<file path="config.mk">
export PLATFORM = sky130hd
export DESIGN_NAME = lcd_command_decoder
export DESIGN_NICKNAME = d
export VERILOG_FILES = /design/src/logic/lcd_pkg.sv /design/src/logic/lcd_command_decoder.sv
export SDC_FILE = /design/constraint.sdc
export NUM_CORES = 1
export LEC_CHECK = 0
export ABC_CLOCK_PERIOD_IN_PS = 4800
export BUFFER_PORTS_ARGS = -buffer_cell sky130_fd_sc_hd__buf_2
export CORE_MARGIN = 4
export CORE_UTILIZATION = 52
export DETAILED_ROUTE_END_ITERATION = 10
export MAX_ROUTING_LAYER = met4
export PLACE_DENSITY = 0.75
export SYNTH_ARGS = -nofsm -noshare
export SYNTH_HDL_FRONTEND = slang
export SYNTH_SLANG_ARGS = --single-unit
</file>
<file path="constraint.sdc">
create_clock -name ref_clk -period 4.8 [get_ports ref_clk]
set_input_delay 0.96 -clock ref_clk [delete_from_list [all_inputs] [get_ports ref_clk]]
set_output_delay 0.96 -clock ref_clk [all_outputs]
set_load 0.005 [all_outputs]
</file>
<file path="src/logic/lcd_pkg.sv">
// ==========================================================
// Command decoder constants
`default_nettype none

package lcd_pkg;

    // ======================================================
    // APB register map (byte addresses)
    localparam logic [7:0] OFS_CTRL     = 8'h00;
    localparam logic [7:0] OFS_STATUS   = 8'h04;
    localparam logic [7:0] OFS_RAM_ADDR = 8'h08;
    localparam logic [7:0] OFS_RAM_DATA = 8'h0c;

    // ======================================================
    // Field positions
    localparam int CTRL_EN_POS     = 0;
    localparam int CTRL_SUB_POS    = 1;
    localparam int ST_MODE_POS     = 0;
    localparam int ST_RATE_POS     = 2;
    localparam int ST_STYLE_POS    = 4;
    localparam int ST_INBANK_POS   = 5;
    localparam int ST_OUTBANK_POS  = 6;
    localparam int ST_CMD_POS      = 7;
    localparam int ST_SUB_POS      = 8;
    localparam int ST_PTR_POS      = 11;
    localparam int ST_BUSY_POS     = 17;

    // ======================================================
    // Reset values
    localparam logic       CTRL_EN_RST  = 1'b1;
    localparam logic [2:0] OWN_SUB_RST  = 3'h0;
    localparam logic [1:0] MODE_RST     = 2'h0;

    // ======================================================
    // Display RAM and command fields
    localparam int         RAM_DEPTH    = 40;
    localparam logic [5:0] PTR_LAST     = 6'h27;
    localparam logic [1:0] MODE_STATIC  = 2'h1;
    localparam logic [1:0] MODE_MUX2    = 2'h2;
    localparam logic [1:0] MODE_MUX3    = 2'h3;
    localparam logic [1:0] MODE_MUX4    = 2'h0;
    localparam logic [1:0] OP_MODE_SET  = 2'h2;
    localparam logic [3:0] OP_SUBADDR   = 4'hc;
    localparam logic [4:0] OP_BANK      = 5'h1e;
    localparam logic [3:0] OP_BLINK     = 4'he;
    localparam logic [2:0] BITS_PER_BYTE_M1 = 3'h7;

    typedef enum logic {LCD_IDLE, LCD_WRITE} lcd_wstate_t;

endpackage

`default_nettype wire

</file>
<file path="src/logic/lcd_command_decoder.sv">
// How it works
// - bit6 zero loads data pointer 0..39
// - 1100 prefix loads subaddress counter
// - bank-select bit1 picks input RAM bank
// - bank-select bit0 picks output RAM bank
// - bank-select ignored in 1:3, 1:4
// - 1110 prefix sets blink frequency field
// - blink bit2 selects alternate bank blinking
// - 1:3 and 1:4 force normal blinking
// - controller executes and holds decoded settings
// - data bytes fill RAM per drive mode
// - bit7 clear switches to display data
// - mode-set low bits give drive mode
// - store at pointer, auto-advance pointer, subaddress
`timescale 1ns/1ps
`default_nettype none

module lcd_command_decoder (
    // Clock and reset
    input  wire logic        ref_clk,
    input  wire logic        reset_n,
    // Bytes from the bus slave, same clock
    input  wire logic        rx_start,
    input  wire logic        rx_valid,
    input  wire logic [7:0]  rx_byte,
    // APB slave
    input  wire logic        psel,
    input  wire logic        penable,
    input  wire logic        pwrite,
    input  wire logic [7:0]  paddr,
    input  wire logic [31:0] pwdata,
    output logic             pready,
    output logic [31:0]      prdata,
    output logic             pslverr,
    // Display settings and write busy flag
    output logic [1:0]       drive_mode,
    output logic [1:0]       blink_rate_field,
    output logic             blink_style_bit,
    output logic             out_bank,
    output logic             wr_busy
);

    // ======================================================
    // State
    logic [3:0]  ram [lcd_pkg::RAM_DEPTH];
    logic        ctrl_en, next_ctrl_en;
    logic [2:0]  own_sub, next_own_sub;
    logic [5:0]  ram_addr, next_ram_addr;
    logic        cmd_phase, next_cmd_phase;
    logic [5:0]  ptr, next_ptr;
    logic [2:0]  sub, next_sub;
    logic [1:0]  col, next_col;
    logic [1:0]  mode, next_mode;
    logic        in_bank, next_in_bank;
    logic        out_req, next_out_req;
    logic [1:0]  rate, next_rate;
    logic        style, next_style;
    logic [7:0]  shreg, next_shreg;
    logic [2:0]  bitcnt, next_bitcnt;
    lcd_pkg::lcd_wstate_t wst, next_wst;
    logic        next_pready, next_pslverr;
    logic [31:0] next_prdata;
    logic        mux_mode, next_mux_mode, bank_ok;
    logic        wr_en;
    logic [1:0]  last_col, wr_pos;
    logic        cmd_take, data_take, apb_wr;
    logic [3:0]  ram_word;

    assign mux_mode  = (mode == lcd_pkg::MODE_MUX3) || (mode == lcd_pkg::MODE_MUX4);
    assign bank_ok   = !mux_mode;
    assign cmd_take  = rx_valid && cmd_phase && (wst == lcd_pkg::LCD_IDLE);
    assign data_take = rx_valid && !cmd_phase && (wst == lcd_pkg::LCD_IDLE);
    assign apb_wr    = psel && penable && pready && pwrite;
    assign ram_word  = (ram_addr <= lcd_pkg::PTR_LAST) ? ram[ram_addr] : 4'h0;

    // Bits stored per RAM address for each drive mode
    always_comb begin
        unique case (mode)
            lcd_pkg::MODE_STATIC: last_col = 2'h0;
            lcd_pkg::MODE_MUX2:   last_col = 2'h1;
            lcd_pkg::MODE_MUX3:   last_col = 2'h2;
            lcd_pkg::MODE_MUX4:   last_col = 2'h3;
        endcase
    end

    // ======================================================
    // Command decode and RAM filling
    always_comb begin
        next_cmd_phase = cmd_phase;
        next_ptr       = ptr;
        next_sub       = sub;
        next_col       = col;
        next_mode      = mode;
        next_in_bank   = in_bank;
        next_out_req   = out_req;
        next_rate      = rate;
        next_style     = style;
        next_shreg     = shreg;
        next_bitcnt    = bitcnt;
        next_wst       = wst;
        wr_en          = 1'b0;
        // Only static and 1:2 have room for a second bank in each word
        wr_pos         = col + ((bank_ok && in_bank) ? 2'h2 : 2'h0);
        if (rx_start && wst == lcd_pkg::LCD_IDLE) begin
            next_cmd_phase = 1'b1;
        end else if (cmd_take && ctrl_en) begin
            next_cmd_phase = rx_byte[7];
            if (!rx_byte[6]) begin
                // Out-of-range pointer values are dropped
                if (rx_byte[5:0] <= lcd_pkg::PTR_LAST) begin
                    next_ptr = rx_byte[5:0];
                    next_col = 2'h0;
                end
            end else if (rx_byte[6:5] == lcd_pkg::OP_MODE_SET) begin
                next_mode = rx_byte[1:0];
            end else if (rx_byte[6:3] == lcd_pkg::OP_SUBADDR) begin
                next_sub = rx_byte[2:0];
            end else if (rx_byte[6:2] == lcd_pkg::OP_BANK) begin
                if (bank_ok) begin
                    next_in_bank = rx_byte[1];
                    next_out_req = rx_byte[0];
                end
            end else if (rx_byte[6:3] == lcd_pkg::OP_BLINK) begin
                next_rate  = rx_byte[1:0];
                next_style = rx_byte[2];
            end
        end else if (data_take && ctrl_en) begin
            next_shreg  = rx_byte;
            next_bitcnt = 3'h0;
            next_wst    = lcd_pkg::LCD_WRITE;
        end else if (wst == lcd_pkg::LCD_WRITE) begin
            // One bit per cycle, MSB first; the bus gives far more time per byte
            wr_en      = (sub == own_sub);
            next_shreg = {shreg[6:0], 1'b0};
            if (col == last_col) begin
                next_col = 2'h0;
                if (ptr == lcd_pkg::PTR_LAST) begin
                    next_ptr = 6'h0;
                    next_sub = sub + 3'h1;
                end else begin
                    next_ptr = ptr + 6'h1;
                end
            end else begin
                next_col = col + 2'h1;
            end
            next_bitcnt = bitcnt + 3'h1;
            if (bitcnt == lcd_pkg::BITS_PER_BYTE_M1) begin
                next_wst = lcd_pkg::LCD_IDLE;
            end
        end
    end

    assign next_mux_mode = (next_mode == lcd_pkg::MODE_MUX3) ||
                           (next_mode == lcd_pkg::MODE_MUX4);

    always_ff @(posedge ref_clk or negedge reset_n) begin
        if (!reset_n) begin
            cmd_phase        <= 1'b0;
            ptr              <= 6'h0;
            sub              <= 3'h0;
            col              <= 2'h0;
            mode             <= lcd_pkg::MODE_RST;
            in_bank          <= 1'b0;
            out_req          <= 1'b0;
            rate             <= 2'h0;
            style            <= 1'b0;
            shreg            <= 8'h0;
            bitcnt           <= 3'h0;
            wst              <= lcd_pkg::LCD_IDLE;
            drive_mode       <= lcd_pkg::MODE_RST;
            blink_rate_field <= 2'h0;
            blink_style_bit  <= 1'b0;
            out_bank         <= 1'b0;
            wr_busy          <= 1'b0;
        end else begin
            cmd_phase        <= next_cmd_phase;
            ptr              <= next_ptr;
            sub              <= next_sub;
            col              <= next_col;
            mode             <= next_mode;
            in_bank          <= next_in_bank;
            out_req          <= next_out_req;
            rate             <= next_rate;
            style            <= next_style;
            shreg            <= next_shreg;
            bitcnt           <= next_bitcnt;
            wst              <= next_wst;
            drive_mode       <= next_mode;
            blink_rate_field <= next_rate;
            blink_style_bit  <= next_style && !next_mux_mode;
            out_bank         <= next_out_req && !next_mux_mode;
            wr_busy          <= (next_wst == lcd_pkg::LCD_WRITE);
        end
    end

    // RAM has no reset; software must fill it before enabling the display
    always_ff @(posedge ref_clk) begin
        if (wr_en) begin
            ram[ptr][wr_pos] <= shreg[7];
        end
    end

    // ======================================================
    // APB slave: one-cycle access phase, no wait states
    always_comb begin
        next_ctrl_en  = ctrl_en;
        next_own_sub  = own_sub;
        next_ram_addr = ram_addr;
        next_pready   = psel && !penable && !pready;
        next_pslverr  = 1'b0;
        next_prdata   = 32'h0;
        if (psel && !penable) begin
            unique case (paddr)
                lcd_pkg::OFS_CTRL: begin
                    next_prdata[lcd_pkg::CTRL_EN_POS]                     = ctrl_en;
                    next_prdata[lcd_pkg::CTRL_SUB_POS +: 3]               = own_sub;
                end
                lcd_pkg::OFS_STATUS: begin
                    next_prdata[lcd_pkg::ST_MODE_POS +: 2]  = mode;
                    next_prdata[lcd_pkg::ST_RATE_POS +: 2]  = rate;
                    next_prdata[lcd_pkg::ST_STYLE_POS]      = style;
                    next_prdata[lcd_pkg::ST_INBANK_POS]     = in_bank;
                    next_prdata[lcd_pkg::ST_OUTBANK_POS]    = out_req;
                    next_prdata[lcd_pkg::ST_CMD_POS]        = cmd_phase;
                    next_prdata[lcd_pkg::ST_SUB_POS +: 3]   = sub;
                    next_prdata[lcd_pkg::ST_PTR_POS +: 6]   = ptr;
                    next_prdata[lcd_pkg::ST_BUSY_POS]       = (wst == lcd_pkg::LCD_WRITE);
                end
                lcd_pkg::OFS_RAM_ADDR: next_prdata[5:0] = ram_addr;
                lcd_pkg::OFS_RAM_DATA: next_prdata[3:0] = ram_word;
                default:               next_pslverr     = 1'b1;
            endcase
        end
        if (apb_wr) begin
            unique case (paddr)
                lcd_pkg::OFS_CTRL: begin
                    next_ctrl_en = pwdata[lcd_pkg::CTRL_EN_POS];
                    next_own_sub = pwdata[lcd_pkg::CTRL_SUB_POS +: 3];
                end
                lcd_pkg::OFS_RAM_ADDR: next_ram_addr = pwdata[5:0];
                default: ;
            endcase
        end
    end

    always_ff @(posedge ref_clk or negedge reset_n) begin
        if (!reset_n) begin
            ctrl_en  <= lcd_pkg::CTRL_EN_RST;
            own_sub  <= lcd_pkg::OWN_SUB_RST;
            ram_addr <= 6'h0;
            pready   <= 1'b0;
            pslverr  <= 1'b0;
            prdata   <= 32'h0;
        end else begin
            ctrl_en  <= next_ctrl_en;
            own_sub  <= next_own_sub;
            ram_addr <= next_ram_addr;
            pready   <= next_pready;
            pslverr  <= next_pslverr;
            prdata   <= next_prdata;
        end
    end
endmodule // lcd_command_decoder

`default_nettype wire

</file>
==> impl_metrics.csv <==
group,metric,value,unit
worst_setup_path,cpPeakStageDelay,0.94,ns
power_and_ir_drop,power.leakage,3.84,nW
worst_setup_path,crit_arrival,3.06,ns
final_layout,layoutNonFillerInstCount,1095,
hold_path,hold_depth,1,
hold_path,hold_class,"reg -> reg",
clock_network,clockBufferDepth,3,
die,chipHeight,148,um
yosys,synth_top_flop_cell,"edfxtp_1",
worst_setup_path,reg2reg_depth,6,
power_and_ir_drop,seqPwrFrac,0.516,
die,dieArea,21800,um^2
drt,routed_wl,21.5,mm
global_routing,grt_max_degree,90,
final_layout,layout_commonest_cell,"nor2_1",
worst_setup_path,crit_fanout,28,
clock_network,holdBufCountCts,0,
sta,relSlewSlack,0.188,
job,cap_violations,0,
yosys,syn_avg_cell_area,13.1,um^2
yosys,ys_seq_area_frac,0.629,
drt,antenna_left,0,
power_and_ir_drop,pwr-share-comb,0.014,
sta,hold_viol,0,
sta,whs,0.456,ns
die,pin_count,96,
drt,vias,6283,
yosys,synth_edf_count,160,
yosys,syn_inst,774,
sta,period_share,0.557,
power_and_ir_drop,clkPwrFrac,0.471,
drt,drt-vias-per-instance,5.74,
final_layout,final_core_util,0.600,
worst_setup_path,cp-end-kind,"flip-flop",
worst_setup_path,cp_num_buf_inv,1,
final_layout,layout_common_cells,"nor2_1 (187), edfxtp_1 (160), nand2_1 (71)",
yosys,synth_warnings,0,
die,die_x,148,um
global_routing,track_usage,0.205,
placement,place_hpwl,14.0,mm
power_and_ir_drop,power_density,349,nW/um^2
global_routing,grt_pass1_wl,34.1,mm
sta,period_needed,2.68,ns
worst_setup_path,crit_cells,6,
hold_path,holdCritStartpoint,"pready",
worst_setup_path,cpLargestDelayFamily,"flip-flops",
yosys,synth_area,10200,um^2
power_and_ir_drop,p_sw,0.000755,W
yosys,synth_top_cell_area_share,0.473,
sta,tightest_slew,1.22,ns
sta,slew_viol_final,0,
worst_setup_path,crit_type,"reg -> reg",
run_status,outcome,"finished, final reports clean",
worst_setup_path,cp.required,5.19,ns
die,start_util,0.536,
sta,grt_setup_unrepaired,"no",
global_routing,antenna_found_initial,0,
final_layout,nets,879,
drt,first_pass_iters,5,
clock_network,cts_setup_buffers,0,
yosys,synth_async_sr_flop_share,0.283,
sta,finalSetupViolations,0,
power_and_ir_drop,power,0.00397,W
drt,drt_iter0_drc,584,
drt,post_drt_wl_per_cell,19.6,um
placement,placed_cells,1053,
clock_network,cts_tree,"done",
sta,finalClockSkew,0.0135,ns
yosys,ys_seq_elements,223,
clock_network,cts_max_level,1,
drt,drc_errors,0,
worst_setup_path,path_cells,"buf_4 > mux4_2 > mux2i_1 > nor2_1 > o21ai_0 > o41ai_1",
yosys,synth.distinct_cells,61,
clock_network,cts_sinks,223,
clock_network,cts_buffers,23,
global_routing,grt_pass1_vias,6112,
die,rows,50,
worst_setup_path,reg2reg_from,"ram_addr[0]",
clock_network,clk_latency,0.51,ns
yosys,synth_top_area_cell,"edfxtp_1",
clock_network,clk_pin_slew_worst_paths,0.06,ns
clock_network,cts-root-buf,"clkbuf_16",
worst_setup_path,cp-start-kind,"flip-flop",
power_and_ir_drop,p_int,0.00321,W
sta,fmax,374,MHz
placement,place.gp.congestion,0.840,
global_routing,grt-ovfl-total,0,
power_and_ir_drop,switching_share,0.190,
yosys,synth.area.top_cells,"edfxtp_1 (47%), dfrtp_1 (15%), nor2_1 (6.9%)",
placement,numPortBuffers,55,
clock_network,cts_resized,0,
power_and_ir_drop,max-vdd-ir-drop,189,uV
worst_setup_path,cp-startpoint,"ram_addr[0]",
die,core,19000,um^2
final_layout,syn2layout_area_growth,12.1,%
worst_setup_path,crit_slowest_cell,"dfrtp_2",
sta,tns,0,ns
final_layout,layout-drive-gt1-share,0.186,
final_layout,num_antenna_cells,0,
-- power by group through the flow --
stage           logic, W  registers, W  clock network, W
5_1_grt        0.0000606       0.00205           0.00199
6_report       0.0000537       0.00205           0.00187
3_3_place_gp   0.0000533       0.00209                 0
4_1_cts        0.0000541       0.00205           0.00189
3_5_place_dp   0.0000537       0.00209                 0
2_1_floorplan  0.0000282       0.00209                 0
-- cell type report --
cell class              count  area (um^2)
clock buffers              31          678
clock inverters            11          131
fillers                  1461         7580
inverters                   7         26.3
multi-input cells         497         3470
flip-flops and latches    223         6390
well taps                 260          325
repair buffers             66          358
-- per-layer routing --
layer | track usage | wire [um] | vias up
li1 | - | - | 2885
met5 | - | 0 | -
met2 | 0.324 | 10400 | 268
met4 | 0.0466 | 303 | 0
met3 | 0.0408 | 1950 | 24
met1 | 0.282 | 8860 | 3106
-- per-stage QoR --
step | area (um^2) | worst slack, ns
final | 11400 | 2.12
after detailed placement | 10600 | 1.85
after global routing | 11400 | 1.99
after CTS | 11400 | 2.10
after global placement | 10600 | 1.90
after floorplan | 10200 | 2.12
-- cell usage after synthesis, types with 3 or more instances --
master     count
ha_1           6
mux2_2        15
edfxtp_1     160
dfrtp_1       62
a2111oi_0      3
buf_4         16
o31ai_1        3
nand3_1        6
nand4_1        4
o22ai_1        4
o21ai_0       30
mux4_2        26
clkbuf_1      30
nor2b_1       10
nand2b_1       3
nor3b_1        7
nand2_1       71
buf_2          8
nor3_1         3
mux2i_1       20
xor2_1         3
nor2_1       187
and3_1        13
mux4_1        18
xnor2_1        5
inv_1          7
o41ai_1        3
a21oi_1        8
-- worst paths after layout --
check | end | slack [ns]
min | pready | 0.46
min reg2reg | pready | 0.46
max | prdata[1] | 2.12
max reg2reg | prdata[1] | 2.12
min in group asynchronous | bitcnt[0] | 0.56
max in group asynchronous | own_sub[0] | 3.40
-- flip-flops by register name, indices dropped and copies added, names as in the netlist, 2 cells and up --
register	flops
ram	160
prdata	18
shreg	8
ptr	6
ram_addr	6
bitcnt	3
own_sub	3
sub	3
col	2
mode	2
rate	2
-- kinds of logic (layout without fill, tap and decap cells) --
group,count (synthesis),after routing,share of synthesized area
compound gates,69,69,0.0439
mux,79,79,0.141
simple gates,321,321,0.138
fa+ha+maj,6,6,0.00739
xor+xnor,8,8,0.00690
other cells,1,14,0.000369
flops,223,223,0.629
buf+inv,67,115,0.0344
-- worst register-to-register path: stages, from the launching register on --
cell and delay (ns):
dfrtp_2 0.94, buf_4 0.41, mux4_2 0.55, mux2i_1 0.24
nor2_1 0.07, o21ai_0 0.22, o41ai_1 0.12
Note: power is estimated with default switching activity, not from simulation.
